## src/core/phybc_pkg.sv

```systemverilog
// Package of register layout, defaults and timing constants for the basic control register block.
package phybc_pkg;
   // ----------------------------------------------------------------
   // Register map and field positions
   // ----------------------------------------------------------------
   localparam logic [4:0]  ADDR_CONTROL    = 5'h00;
   localparam logic [4:0]  ADDR_LATCH_STAT = 5'h01;
   localparam int          BIT_RESET       = 15;
   localparam int          BIT_LOOPBACK    = 14;
   localparam int          BIT_RATE        = 13;
   localparam int          BIT_NEG_EN      = 12;
   localparam int          BIT_LOW_POWER   = 11;
   localparam int          BIT_ISOLATE     = 10;
   localparam int          BIT_RESTART     = 9;
   localparam int          BIT_DUPLEX      = 8;
   localparam int          BIT_COL_TEST    = 7;
   localparam int          BIT_NEG_DONE    = 5;
   localparam int          BIT_REM_FAULT   = 4;
   localparam int          BIT_LINK_UP     = 2;
   localparam int          BIT_JABBER      = 1;
   // ----------------------------------------------------------------
   // Reset values and masks
   // ----------------------------------------------------------------
   localparam logic [15:0] CTRL_DEFAULT    = 16'h3000;
   localparam logic [15:0] CTRL_ISO_MASK   = 16'h0400;
   localparam logic [15:0] CTRL_WR_MASK    = 16'h7D80;
   localparam logic [15:0] REG_ZERO        = 16'h0000;
   localparam logic [4:0]  PHY_ADDR_ZERO   = 5'h00;
   localparam logic [3:0]  NIBBLE_ZERO     = 4'h0;
   // ----------------------------------------------------------------
   // Timing
   // ----------------------------------------------------------------
   localparam int          CLK_PERIOD_NS   = 10;
   localparam int          LB_MAX_BITS     = 512;
   localparam int          BIT_TIME_NS     = 10;
   localparam int          LB_MAX_CYC      = (LB_MAX_BITS * BIT_TIME_NS) / CLK_PERIOD_NS;
   localparam logic [4:0]  SOFT_RST_CYC    = 5'h10;
   localparam logic [4:0]  CNT_ONE         = 5'h01;
   localparam logic [4:0]  CNT_ZERO        = 5'h00;
endpackage

```

## src/core/phybc_control.sv

```systemverilog
// Basic mode control register with its mode steering of the MAC and line paths.
//
// Summary of operation
// - 16-bit register, independent of MAC configuration
// - Reset bit restores defaults, idles machines
// - Reset reads one, blocks access, self-clears
// - Loopback disables line side, loops MAC
// - Loopback receive valid within 512 bits
// - Collision test keeps collision in loopback
// - Strap mode takes rate from pin
// - Rate from negotiation or rate bit
// - Strap mode takes negotiation enable from pin
// - Negotiation off lets rate, duplex bits rule
// - Low power silences outputs, tristates transmitter
// - Low power entry defaults latching bits
// - Isolate floats MAC outputs, ignores inputs
// - Isolate resets one for address zero
// - Restart write ignored without negotiation
// - Restart bit self-clears once started
// - Strap mode takes duplex from pin
// - Duplex from negotiation or duplex bit
// - Loopback ignores the duplex bit
// - Reserved bits read zero, read-only
// - Latching high flag held until read
// - Latching low flag held until read
`timescale 1ns/10ps
`default_nettype none
module phybc_control (
   input  wire logic        ref_clk,
   input  wire logic        srst,
   input  wire logic        clk_en,
   input  wire logic        strap_or_register_select_pin,
   input  wire logic        rate_select_pin,
   input  wire logic        negotiation_select_pin,
   input  wire logic        duplex_select_pin,
   input  wire logic [4:0]  phy_addr_pins,
   input  wire logic [4:0]  mgmt_reg_addr,
   input  wire logic        mgmt_wr_en,
   input  wire logic        mgmt_rd_en,
   input  wire logic [15:0] mgmt_wdata,
   output var  logic [15:0] mgmt_rdata,
   output var  logic        mgmt_ack,
   input  wire logic        neg_rate_100,
   input  wire logic        neg_full_duplex,
   input  wire logic        neg_started,
   input  wire logic        neg_complete_evt,
   input  wire logic        remote_fault_evt,
   input  wire logic        jabber_evt,
   input  wire logic        link_ok,
   input  wire logic [3:0]  mac_txd,
   input  wire logic        mac_tx_en,
   input  wire logic        mac_tx_er,
   output var  logic [3:0]  mac_rxd,
   output var  logic        mac_rx_dv,
   output var  logic        mac_rx_er,
   output var  logic        mac_crs,
   output var  logic        mac_col,
   output var  logic        mac_out_oe,
   input  wire logic [3:0]  line_rxd,
   input  wire logic        line_rx_dv,
   input  wire logic        line_rx_er,
   input  wire logic        line_crs,
   input  wire logic        line_col,
   output var  logic [3:0]  line_txd,
   output var  logic        line_tx_en,
   output var  logic        line_tx_er,
   output var  logic        line_transmit_tristate,
   output var  logic        line_rx_enable,
   output var  logic        col_detect_enable,
   output var  logic        speed_100,
   output var  logic        full_duplex,
   output var  logic        neg_enable,
   output var  logic        neg_restart,
   output var  logic        soft_reset_active,
   output var  logic        power_down
);
   // ----------------------------------------------------------------
   // Strap pin synchronisers
   // ----------------------------------------------------------------
   logic [8:0] pins_s;

   phybc_sync2 #(.W(9)) u_sync (
      .ref_clk  (ref_clk),
      .srst     (1'b0),
      .async_in ({strap_or_register_select_pin, rate_select_pin, negotiation_select_pin,
                  duplex_select_pin, phy_addr_pins}),
      .sync_out (pins_s)
   );

   logic       sw_mode;
   logic       rate_pin_s;
   logic       neg_pin_s;
   logic       dpx_pin_s;
   logic [4:0] addr_pins_s;
   assign sw_mode     = pins_s[8];
   assign rate_pin_s  = pins_s[7];
   assign neg_pin_s   = pins_s[6];
   assign dpx_pin_s   = pins_s[5];
   assign addr_pins_s = pins_s[4:0];

   // ----------------------------------------------------------------
   // Register state
   // ----------------------------------------------------------------
   logic [15:0] ctrl_reg;
   logic [15:0] ctrl_next;
   logic        restart_reg;
   logic        restart_next;
   logic [4:0]  addr_strap_reg;
   logic [4:0]  busy_cnt_reg;
   logic        busy;
   logic        lp_prev_reg;
   logic        strap_load_reg;

   assign busy = (busy_cnt_reg != phybc_pkg::CNT_ZERO);

   // ----------------------------------------------------------------
   // Decode of management accesses
   // ----------------------------------------------------------------
   logic        hit_ctrl;
   logic        hit_stat;
   logic        wr_ctrl;
   logic        wr_soft_reset;
   logic        wr_neg_en;
   logic        stat_read;
   logic [15:0] iso_default;
   logic [15:0] ctrl_default;

   assign hit_ctrl      = (mgmt_reg_addr == phybc_pkg::ADDR_CONTROL);
   assign hit_stat      = (mgmt_reg_addr == phybc_pkg::ADDR_LATCH_STAT);
   assign wr_ctrl       = mgmt_wr_en & hit_ctrl & ~busy;
   assign wr_soft_reset = wr_ctrl & mgmt_wdata[phybc_pkg::BIT_RESET];
   assign wr_neg_en     = sw_mode ? mgmt_wdata[phybc_pkg::BIT_NEG_EN] : neg_pin_s;
   assign stat_read     = mgmt_rd_en & hit_stat & ~busy;
   assign iso_default   = (addr_strap_reg == phybc_pkg::PHY_ADDR_ZERO) ? phybc_pkg::CTRL_ISO_MASK
                                                                     : phybc_pkg::REG_ZERO;
   assign ctrl_default  = phybc_pkg::CTRL_DEFAULT | iso_default;

   // ----------------------------------------------------------------
   // Effective operating mode
   // ----------------------------------------------------------------
   logic lb_bit;
   logic lp_bit;
   logic iso_bit;
   logic coltest_bit;
   logic eff_neg_en;
   logic eff_rate;
   logic eff_duplex;
   logic lp_enter;

   assign lb_bit      = ctrl_reg[phybc_pkg::BIT_LOOPBACK];
   assign lp_bit      = ctrl_reg[phybc_pkg::BIT_LOW_POWER];
   assign iso_bit     = ctrl_reg[phybc_pkg::BIT_ISOLATE];
   assign coltest_bit = ctrl_reg[phybc_pkg::BIT_COL_TEST];
   assign eff_neg_en  = sw_mode ? ctrl_reg[phybc_pkg::BIT_NEG_EN] : neg_pin_s;
   assign eff_rate    = ~sw_mode ? rate_pin_s :
                        (eff_neg_en ? neg_rate_100 : ctrl_reg[phybc_pkg::BIT_RATE]);
   assign eff_duplex  = lb_bit ? 1'b1 : ~sw_mode ? dpx_pin_s :
                        (eff_neg_en ? neg_full_duplex : ctrl_reg[phybc_pkg::BIT_DUPLEX]);
   assign lp_enter    = lp_bit & ~lp_prev_reg;

   // ----------------------------------------------------------------
   // Next value of the control bits
   // ----------------------------------------------------------------
   // defaults on soft reset
   // Held at defaults for the whole reset so a stray write cannot leak in.
   // The first enabled cycle after a hard reset reloads them with the settled straps.
   assign ctrl_next = (busy | strap_load_reg) ? ctrl_default :
                      wr_ctrl ? (mgmt_wdata & phybc_pkg::CTRL_WR_MASK) : ctrl_reg;

   // restart self-clears
   // A restart written in the same cycle as the start indication is kept.
   assign restart_next = busy ? 1'b0 :
                         (wr_ctrl & ~wr_soft_reset & mgmt_wdata[phybc_pkg::BIT_RESTART] & wr_neg_en) ? 1'b1 :
                         neg_started ? 1'b0 : restart_reg;

   // ----------------------------------------------------------------
   // Control register and soft reset counter
   // ----------------------------------------------------------------
   // Straps are sampled again through a soft reset so the isolate default follows them.
   always_ff @(posedge ref_clk)
   begin
      if (srst || (clk_en && busy))
         addr_strap_reg <= addr_pins_s;
   end

   always_ff @(posedge ref_clk)
   begin
      if (srst)
      begin
         ctrl_reg     <= phybc_pkg::CTRL_DEFAULT;
         restart_reg  <= 1'b0;
         busy_cnt_reg <= phybc_pkg::CNT_ZERO;
         lp_prev_reg  <= 1'b0;
      end
      else if (clk_en)
      begin
         ctrl_reg    <= ctrl_next;
         restart_reg <= restart_next;
         lp_prev_reg <= lp_bit;
         if (wr_soft_reset)
            busy_cnt_reg <= phybc_pkg::SOFT_RST_CYC;
         else if (busy)
            busy_cnt_reg <= busy_cnt_reg - phybc_pkg::CNT_ONE;
      end
   end

   // The isolate default follows the address straps once they settle through
   // the synchroniser, so the first cycles after power-up are corrected here.
   always_ff @(posedge ref_clk)
   begin
      if (srst)
         strap_load_reg <= 1'b1;
      else if (clk_en)
         strap_load_reg <= 1'b0;
   end

   // ----------------------------------------------------------------
   // Latching status flags
   // ----------------------------------------------------------------
   logic [3:0] lat_flags;
   logic       lat_default;
   assign lat_default = lp_enter | busy;

   phybc_latch_bit #(.LATCH_HIGH(1'b1)) u_neg_done (
      .ref_clk(ref_clk), .srst(srst), .clk_en(clk_en), .to_default(lat_default),
      .read_strobe(stat_read), .monitor(neg_complete_evt), .flag_reg(lat_flags[0]));
   phybc_latch_bit #(.LATCH_HIGH(1'b1)) u_rem_fault (
      .ref_clk(ref_clk), .srst(srst), .clk_en(clk_en), .to_default(lat_default),
      .read_strobe(stat_read), .monitor(remote_fault_evt), .flag_reg(lat_flags[1]));
   phybc_latch_bit #(.LATCH_HIGH(1'b0)) u_link_up (
      .ref_clk(ref_clk), .srst(srst), .clk_en(clk_en), .to_default(lat_default),
      .read_strobe(stat_read), .monitor(link_ok), .flag_reg(lat_flags[2]));
   phybc_latch_bit #(.LATCH_HIGH(1'b1)) u_jabber (
      .ref_clk(ref_clk), .srst(srst), .clk_en(clk_en), .to_default(lat_default),
      .read_strobe(stat_read), .monitor(jabber_evt), .flag_reg(lat_flags[3]));

   // ----------------------------------------------------------------
   // Read data
   // ----------------------------------------------------------------
   logic [15:0] ctrl_view;
   logic [15:0] stat_view;
   logic [15:0] rd_mux;

   assign ctrl_view = {busy, ctrl_reg[14:10], restart_reg, ctrl_reg[8:7], 7'h00};
   assign stat_view = {10'h000, lat_flags[0], lat_flags[1], 1'b0, lat_flags[2], lat_flags[3], 1'b0};
   assign rd_mux    = hit_ctrl ? ctrl_view :
                      (hit_stat & ~busy) ? stat_view : phybc_pkg::REG_ZERO;

   always_ff @(posedge ref_clk)
   begin
      if (srst)
      begin
         mgmt_rdata <= phybc_pkg::REG_ZERO;
         mgmt_ack   <= 1'b0;
      end
      else if (clk_en)
      begin
         mgmt_ack   <= mgmt_rd_en | mgmt_wr_en;
         mgmt_rdata <= mgmt_rd_en ? rd_mux : phybc_pkg::REG_ZERO;
      end
   end

   // ----------------------------------------------------------------
   // Data path steering
   // ----------------------------------------------------------------
   logic       tx_live;
   logic [3:0] txd_in;
   logic       tx_en_in;
   logic       tx_er_in;
   logic       col_en;
   logic [3:0] rxd_sel;
   logic       rx_dv_sel;
   logic       rx_er_sel;
   logic       crs_sel;
   logic       col_sel;

   assign tx_live   = ~iso_bit & ~lp_bit & ~busy;
   assign txd_in    = tx_live ? mac_txd : phybc_pkg::NIBBLE_ZERO;
   assign tx_en_in  = tx_live & mac_tx_en;
   assign tx_er_in  = tx_live & mac_tx_er;
   assign col_en    = ~lb_bit | coltest_bit;
   assign rxd_sel   = lb_bit ? txd_in   : line_rxd;
   assign rx_dv_sel = lb_bit ? tx_en_in : line_rx_dv;
   assign rx_er_sel = lb_bit ? tx_er_in : line_rx_er;
   assign crs_sel   = lb_bit ? tx_en_in : line_crs;
   assign col_sel   = col_en & (coltest_bit ? tx_en_in : line_col);

   // The loop adds one register stage, far inside the allowed delay, which
   // keeps every MAC output on a flip-flop.
   // loopback delay
   always_ff @(posedge ref_clk)
   begin
      if (srst)
      begin
         mac_rxd                <= phybc_pkg::NIBBLE_ZERO;
         mac_rx_dv              <= 1'b0;
         mac_rx_er              <= 1'b0;
         mac_crs                <= 1'b0;
         mac_col                <= 1'b0;
         mac_out_oe             <= 1'b0;
         line_txd               <= phybc_pkg::NIBBLE_ZERO;
         line_tx_en             <= 1'b0;
         line_tx_er             <= 1'b0;
         line_transmit_tristate <= 1'b1;
         line_rx_enable         <= 1'b0;
         col_detect_enable      <= 1'b0;
      end
      else if (clk_en)
      begin
         mac_rxd                <= (lp_bit | busy) ? phybc_pkg::NIBBLE_ZERO : rxd_sel;
         mac_rx_dv              <= ~lp_bit & ~busy & rx_dv_sel;
         mac_rx_er              <= ~lp_bit & ~busy & rx_er_sel;
         mac_crs                <= ~lp_bit & ~busy & crs_sel;
         mac_col                <= ~lp_bit & ~busy & col_sel;
         mac_out_oe             <= ~iso_bit;
         line_txd               <= lb_bit ? phybc_pkg::NIBBLE_ZERO : txd_in;
         line_tx_en             <= ~lb_bit & tx_en_in;
         line_tx_er             <= ~lb_bit & tx_er_in;
         line_transmit_tristate <= lb_bit | lp_bit;
         line_rx_enable         <= ~lb_bit & ~lp_bit;
         col_detect_enable      <= col_en & ~lp_bit;
      end
   end

   // ----------------------------------------------------------------
   // Mode outputs
   // ----------------------------------------------------------------
   always_ff @(posedge ref_clk)
   begin
      if (srst)
      begin
         speed_100         <= 1'b0;
         full_duplex       <= 1'b0;
         neg_enable        <= 1'b0;
         neg_restart       <= 1'b0;
         soft_reset_active <= 1'b0;
         power_down        <= 1'b0;
      end
      else if (clk_en)
      begin
         speed_100         <= eff_rate;
         full_duplex       <= eff_duplex;
         neg_enable        <= eff_neg_en;
         neg_restart       <= restart_next & ~restart_reg;
         soft_reset_active <= busy | wr_soft_reset;
         power_down        <= lp_bit;
      end
   end

   // ----------------------------------------------------------------
   // Assertions
   // ----------------------------------------------------------------
   property p_iso_float;
      @(posedge ref_clk) disable iff (srst)
      (clk_en && iso_bit) |=> !mac_out_oe;
   endproperty
   a_iso_float: assert property (p_iso_float) else $error("isolate did not float MAC outputs");

   property p_lb_dv;
      @(posedge ref_clk) disable iff (srst)
      (clk_en && lb_bit && mac_tx_en && tx_live) |=> (mac_rx_dv && !line_tx_en);
   endproperty
   a_lb_dv: assert property (p_lb_dv) else $error("loopback receive valid late");

   property p_lp_quiet;
      @(posedge ref_clk) disable iff (srst)
      (clk_en && lp_bit) |=> (line_transmit_tristate && !mac_rx_dv && !mac_col && power_down);
   endproperty
   a_lp_quiet: assert property (p_lp_quiet) else $error("low power left outputs active");

   property p_busy_read;
      @(posedge ref_clk) disable iff (srst)
      (clk_en && busy && mgmt_rd_en && hit_ctrl) |=> (mgmt_ack && mgmt_rdata[phybc_pkg::BIT_RESET]);
   endproperty
   a_busy_read: assert property (p_busy_read) else $error("reset bit not read as one");

   property p_restart_ignored;
      @(posedge ref_clk) disable iff (srst)
      (clk_en && !restart_reg && !neg_started && wr_ctrl && !wr_neg_en) |=> !restart_reg;
   endproperty
   a_restart_ignored: assert property (p_restart_ignored) else $error("restart taken while disabled");

   property p_soft_defaults;
      @(posedge ref_clk) disable iff (srst)
      (clk_en && busy) |=> (ctrl_reg == $past(ctrl_default) && !restart_reg);
   endproperty
   a_soft_defaults: assert property (p_soft_defaults) else $error("soft reset kept old values");

   property p_coltest_lb;
      @(posedge ref_clk) disable iff (srst)
      (clk_en && lb_bit && coltest_bit && tx_en_in) |=> mac_col;
   endproperty
   a_coltest_lb: assert property (p_coltest_lb) else $error("collision test lost in loopback");

   property p_hw_rate;
      @(posedge ref_clk) disable iff (srst)
      (clk_en && !sw_mode) |=> (speed_100 == $past(rate_pin_s));
   endproperty
   a_hw_rate: assert property (p_hw_rate) else $error("strap rate not followed");

   property p_sw_duplex;
      @(posedge ref_clk) disable iff (srst)
      (clk_en && sw_mode && !eff_neg_en && !lb_bit) |=> (full_duplex == $past(ctrl_reg[phybc_pkg::BIT_DUPLEX]));
   endproperty
   a_sw_duplex: assert property (p_sw_duplex) else $error("duplex bit not followed");
endmodule // phybc_control
`default_nettype wire

```

## src/core/phybc_sync2.sv

```systemverilog
// Two flip-flop synchroniser for asynchronous strap pins.
`timescale 1ns/10ps
`default_nettype none
module phybc_sync2 #(
   parameter int W = 1
) (
   input  wire logic         ref_clk,
   input  wire logic         srst,
   input  wire logic [W-1:0] async_in,
   output var  logic [W-1:0] sync_out
);
   logic [W-1:0] meta_reg;

   // The first stage feeds only the second stage; the clock enable does not gate
   // it so a frozen block still sees settled pin levels on release.
   always_ff @(posedge ref_clk)
   begin
      if (srst)
      begin
         meta_reg <= '0;
         sync_out <= '0;
      end
      else
      begin
         meta_reg <= async_in;
         sync_out <= meta_reg;
      end
   end
endmodule // phybc_sync2
`default_nettype wire

```

## src/core/phybc_latch_bit.sv

```systemverilog
// One latching status flag that records a high or a low event until read.
`timescale 1ns/10ps
`default_nettype none
module phybc_latch_bit #(
   parameter bit LATCH_HIGH = 1'b1
) (
   input  wire logic ref_clk,
   input  wire logic srst,
   input  wire logic clk_en,
   input  wire logic to_default,
   input  wire logic read_strobe,
   input  wire logic monitor,
   output var  logic flag_reg
);
   logic event_seen;
   assign event_seen = LATCH_HIGH ? monitor : ~monitor;

   always_ff @(posedge ref_clk)
   begin
      if (srst)
         flag_reg <= 1'b0;
      else if (clk_en)
      begin
         // An event in the same cycle as a return to default still sets the flag.
         if (to_default)
            flag_reg <= event_seen & LATCH_HIGH;
         else if (read_strobe)
            flag_reg <= monitor;
         else if (event_seen)
            flag_reg <= LATCH_HIGH;
      end
   end
endmodule // phybc_latch_bit
`default_nettype wire

```

## config.mk

```make
export PLATFORM = sky130hd
export DESIGN_NAME = phybc_control
export DESIGN_NICKNAME = d
export VERILOG_FILES = /design/src/core/phybc_pkg.sv /design/src/core/phybc_control.sv /design/src/core/phybc_sync2.sv /design/src/core/phybc_latch_bit.sv
export SDC_FILE = /design/constraint.sdc
export NUM_CORES = 1
export LEC_CHECK = 0
export ABC_AREA = 1
export BUFFER_PORTS_ARGS = -buffer_cell sky130_fd_sc_hd__buf_2
export CAP_MARGIN = 20
export CORE_MARGIN = 5
export CORE_UTILIZATION = 52
export CTS_CLUSTER_DIAMETER = 100
export CTS_CLUSTER_SIZE = 30
export DETAILED_ROUTE_END_ITERATION = 8
export GPL_ROUTABILITY_DRIVEN = 0
export GPL_TIMING_DRIVEN = 0
export PLACE_DENSITY = 0.81
export SYNTH_ARGS = -nofsm -noshare
export SYNTH_HDL_FRONTEND = slang
export SYNTH_SLANG_ARGS = --single-unit
```

## constraint.sdc

```tcl
create_clock -name ref_clk -period 3.3 [get_ports ref_clk]
set_input_delay 0.33 -clock ref_clk [delete_from_list [all_inputs] [get_ports ref_clk]]
set_output_delay 0.33 -clock ref_clk [all_outputs]
set_load 0.02 [all_outputs]
```

# Word-level counts from Yosys, hierarchy flattened
# Cells that the tools add are included.
# word_totals
ramBits	0
latch_bits	0
rom_bits	0
n_memories	0
wordCells	127
ff_bits	90
in_bits	56
# classes
n_mux	38
mul	0
magnitude_cmp	0
reduce_logical	16
div	0
addsub	1
shift	0
n_eq_ne	2
n_bitwise	39
# ops
operator	count
2-to-1 mux 16 bit	2
2-to-1 mux 15 bit	2
2-to-1 mux 1 bit	26
bitwise AND 1 bit	25
2-to-1 mux 4 bit	4
AND reduction 2 bit	6
2-to-1 mux 11 bit	1
logical NOT 5 bit	2
2-to-1 mux 5 bit	2
nonzero test 3 bit	3
NOT 1 bit	7
bitwise OR 1 bit	7
2-to-1 mux 6 bit	1
equality test 5 x 1 -> 1 bit, second input constant	1
nonzero test 5 bit	1
subtractor 5 x 1 -> 5 bit, second input constant	1
nonzero test 2 bit	2
!= test 3 x 1 -> 1 bit, second input constant	1
logical AND 1 bit	1
logical OR 1 bit	1

# Longest topological paths before layout
# depth
word_depth	11
depth_mapped	11
mapped_depth_nobuf	11

# Cells and area by module
# A second synthesis with hierarchy kept.
# unflattened
hier_cells	421
area_unflattened_um2	3279.4
# modules_own_cells
module	area_each_um2	cells_each	n_inst
phybc_control	2578.7	340	1
phybc_sync2	521.8	56	1
phybc_latch_bit at u_jabber ...	41.3	5	3
phybc_latch_bit at u_link_up	55.1	10	1

# Worst setup path after synthesis
# No wires, ideal clock.
# synth_timing
path_type	register -> register
startpoint	register busy_cnt_reg[0]
endpoint	register addr_strap_reg[0] (enable)
synth_period_minus_slack_ps	1441
t_arrival_ps	1125
stages_incl_launch_ff	8
t_required_ps	2983
setup_slack_ps	1859
path_cell_list	dfxtp_1 > inv_1 > ha_1 > inv_1 > nor2_8 > nand2_8 > nand2_4 > nand2_1
# synth_between
elab_chain_len	3
# synth_lines
item	line_no	rtl
start, declared	phybc_control.sv:109	logic [4:0] busy_cnt_reg;
start signal, assigned	phybc_control.sv:192	busy_cnt_reg <= phybc_pkg::CNT_ZERO;
start signal, assigned	phybc_control.sv:201	busy_cnt_reg <= phybc_pkg::SOFT_RST_CYC;
start signal, assigned	phybc_control.sv:203	busy_cnt_reg <= busy_cnt_reg - phybc_pkg::CNT_ONE;
nonzero test 5 bit	phybc_control.sv:114	assign busy = (busy_cnt_reg != phybc_pkg::CNT_ZERO);
logical AND 1 bit	phybc_control.sv:182	if (srst || (clk_en && busy))
logical OR 1 bit	phybc_control.sv:182	
end signal, assigned	phybc_control.sv:183	addr_strap_reg <= addr_pins_s;
end, declared	phybc_control.sv:108	logic [4:0] addr_strap_reg;
# No other way between the ends.
# A chain may end at the register's enable or synchronous reset.

# Worst setup path in the final report
# layout_timing
startpoint	register busy_cnt_reg[0]
endpoint	register addr_strap_reg[4] (enable)
# The elaborated chain is that of the path after synthesis.

==> flow_summary.yaml <==
status:
  status: "completed"
critical_path:
  critPathBufInv: 2
  max_stage_delay_ns: 0.35
  crit_chain: "inv_1, ha_1, inv_1, nor2_8, nand2_8, nand2_4, nand2_1"
  r2r_end: "addr_strap_reg[4]"
  cpMostUsedCell: "inv_1"
  crit_type: "reg2reg"
  reg2reg_depth: 7
  timing.rr.start: "busy_cnt_reg[0]"
  start_kind: "flip-flop"
  critPathCaptureType: "flip-flop"
  crit_path_max_fanout: 8
  crit_slowest_cell: "dfxtp_1"
  arrival_ns: 1.69
  path_delay_family: "simple AND/OR/NAND/NOR gates"
  cp.required_ns: 3.32
  r2r_setup_slack_ns: 1.63
timing:
  tns_ns: 0
  finalSetupViolCount: 0
  final.min_clock_period_ns: 1.67
  fmax_ghz: 0.600
  rsz0062_at_grt: "no"
  drv_slew: 0
  skew_ns: 0.00927
  period_share_pct: 50.5
  finalHoldViolations: 0
  relSlewSlack_pct: 62.7
  worstMarginPinSlew_ns: 0.557
route:
  vias: 2827
  via_per_inst: 5.06
  finalWirelength_um: 7830
  drt_pass1_iterations: 4
  drt_iter0_markers: 138
  wl_per_cell_um: 14.0
  ant_nets: 0
  drc: 0
synth:
  syn_inst: 381
  yosysSeqAreaShare_pct: 51.4
  synth_area_um2: 3180
  yosys_warnings: 0
  synth-seq-cells: 79
  syn_avg_cell_area_um2: 8.34
  synth.distinct_cells: 39
power:
  p_seq_share_pct: 41.3
  internal-power_mw: 1.73
  power_frac_clock_pct: 21.9
  power_mw: 2.89
  powerDensity_nw_per_um2: 746
  switching_share_pct: 40.1
  switching_power_mw: 1.16
  p_comb_share_pct: 36.8
  vdd_ir_drop_max_mv: 0.449
  p_leak_nw: 1.78
global_route:
  overflow: 0
  grtUsageTotal_pct: 21.6
  antenna_found_initial: 0
  grt_pass1_vias: 2825
  grt_max_degree: 15
  grt_pass1_wl_um: 13000
cts:
  post_cts_buffers: 0
  clk_path_buf_depth: 2
  cts_resized: 0
  cts_root_buf: "clkbuf_8"
  postCtsHoldBufs: 0
  cts_made_buffers: 9
  clk_pin_slew_ns: 0.08
  cts_tree: "yes"
  clkSinkCount: 79
  clk_latency_ns: 0.35
  cts_max_level: 3
die:
  fp-row-count: 28
  initial_core_util_pct: 53.7
  die_area_um2: 7770
  io_pins: 97
  die_w_um: 88.2
  core_area_um2: 5920
  die_y_um: 88.2
layout:
  antenna_cells: 0
  largest_register_ffs: 13
  drive_gt1_share_pct: 28.5
  nNetsFinal: 537
  syn_to_final_growth_pct: 21.9
  final_cells: 559
worst_hold_path:
  hp-class: "in2reg"
  hold_depth: 1
  hp-start: "phy_addr_pins[4]"
  min_to: "u_sync.meta_reg[4]"
place:
  dp_hpwl_um: 5960
  dp.cells: 543
  portBuffers: 85
flow_run:
  max_cap_violations: 0
[cell usage in the layout (no fill, tap or decap), types with 2 or more instances in the layout]
| master | instances |
|---|---|
| a211oi_1 | 3 |
| a21oi_1 | 38 |
| a21oi_2 | 2 |
| buf_2 | 86 |
| buf_4 | 3 |
| clkbuf_1 | 12 |
| clkbuf_8 | 9 |
| clkinv_1 | 2 |
| clkinv_2 | 2 |
| conb_1 | 3 |
| dfxtp_1 | 74 |
| edfxtp_1 | 5 |
| ha_1 | 2 |
| inv_1 | 30 |
| inv_2 | 4 |
| inv_6 | 2 |
| nand2_1 | 75 |
| nand2_4 | 4 |
| nand3_1 | 25 |
| nand3_2 | 2 |
| nand4_1 | 5 |
| nor2_1 | 37 |
| nor2_2 | 5 |
| nor2_4 | 2 |
| nor2_8 | 3 |
| nor3_1 | 3 |
| o211ai_1 | 4 |
| o21ai_0 | 17 |
| o21ai_2 | 5 |
| o21bai_1 | 2 |
| or2_2 | 3 |
| xor2_1 | 3 |
[Yosys cell counts]
cell type | number | area share [%]
nor2_8 | 3 | 1.9
nand2_1 | 75 | 8.9
xor2_1 | 3 | 0.83
conb_1 | 1 | 0.12
o21ai_0 | 17 | 2.7
dfxtp_1 | 74 | 47
nor2_1 | 37 | 4.4
nand3_2 | 2 | 0.63
nand2b_1 | 1 | 0.20
nand4_1 | 5 | 0.98
edfxtp_1 | 5 | 4.7
a31oi_1 | 1 | 0.20
buf_2 | 1 | 0.16
a211oi_1 | 3 | 0.71
clkbuf_1 | 12 | 1.4
nor3_1 | 3 | 0.47
nor4_1 | 1 | 0.20
or2_0 | 1 | 0.20
buf_4 | 3 | 0.71
ha_1 | 2 | 0.79
nor3_4 | 1 | 0.51
buf_6 | 1 | 0.35
nor2_4 | 2 | 0.71
o211ai_1 | 4 | 0.95
a21oi_1 | 38 | 6.0
nand2_8 | 1 | 0.63
o21ai_2 | 5 | 1.4
nand3_1 | 25 | 3.9
o22ai_1 | 1 | 0.20
inv_2 | 4 | 0.47
or2_2 | 3 | 0.59
clkinv_2 | 1 | 0.16
and2_1 | 1 | 0.20
nand2_2 | 1 | 0.20
nor2_2 | 5 | 0.98
nand2_4 | 4 | 1.4
o21bai_1 | 2 | 0.47
a21oi_2 | 2 | 0.55
inv_1 | 30 | 3.5
[area by class of cell]
| class | instances | area, um^2 |
|---|---|---|
| fillers | 529 | 2050 |
| repair buffers | 85 | 425 |
| well taps | 75 | 93.8 |
| multi-input cells | 252 | 1340 |
| plain buffers | 17 | 83.8 |
| clock buffers | 9 | 124 |
| flip-flops and latches | 79 | 1630 |
| clock inverters | 7 | 46.3 |
| inverters | 35 | 133 |
[worst max path at each step]
stage | depth (start not counted) | slack (ns) | start | to
after CTS | 7 | 1.62 | busy_cnt_reg[0] | addr_strap_reg[4]
after floorplan | 7 | 1.86 | busy_cnt_reg[0] | addr_strap_reg[0]
final | 7 | 1.63 | busy_cnt_reg[0] | addr_strap_reg[4]
after global routing | 7 | 1.50 | busy_cnt_reg[1] | addr_strap_reg[4]
after global placement | 7 | 1.68 | busy_cnt_reg[0] | addr_strap_reg[1]
after detailed placement | 7 | 1.63 | busy_cnt_reg[0] | addr_strap_reg[4]
[kinds of logic (layout without fill, tap and decap cells)]
logic type,count (synthesis),count (layout),share of synthesized area (%)
flip-flops,79,79,51.4
AO/OA/AOI/OAI,73,73,13.1
XOR/XNOR,3,3,0.827
adder cells (fa/ha/maj),2,2,0.788
buffers and inverters,52,153,6.81
other,1,3,0.118
AND/OR/NAND/NOR,171,171,27.0
[power groups by stage]
stage / registers (mW) / logic (mW) / clock network (mW)
after floorplan: 1.27 / 0.742 / 0
after global placement: 1.21 / 1.03 / 0
after detailed placement: 1.21 / 1.06 / 0
after CTS: 1.19 / 1.07 / 0.642
after global routing: 1.21 / 1.19 / 0.682
final: 1.19 / 1.06 / 0.632
[per-stage QoR]
step	area, um^2	hold slack [ns]	setup WS, ns	utilization [%]
final	3870	0.0789	1.63	65.4
after global routing	3870	0.0622	1.50	65.4
after CTS	3870	0.0693	1.62	65.4
after detailed placement	3700	0.312	1.63	62.6
after global placement	3700	0.310	1.68	62.6
after floorplan	3180	0.310	1.86	-
[per-layer routing]
layer,track usage [%],share of wire (%),routed length [um],up-vias
met5,0,0,0,-
met1,27.4,44,3410,1298
met2,35.5,48,3780,87
met4,9.48,1.5,121,0
li1,-,-,-,1430
met3,4.42,6.7,522,12
(Power assumes the default switching activity.)
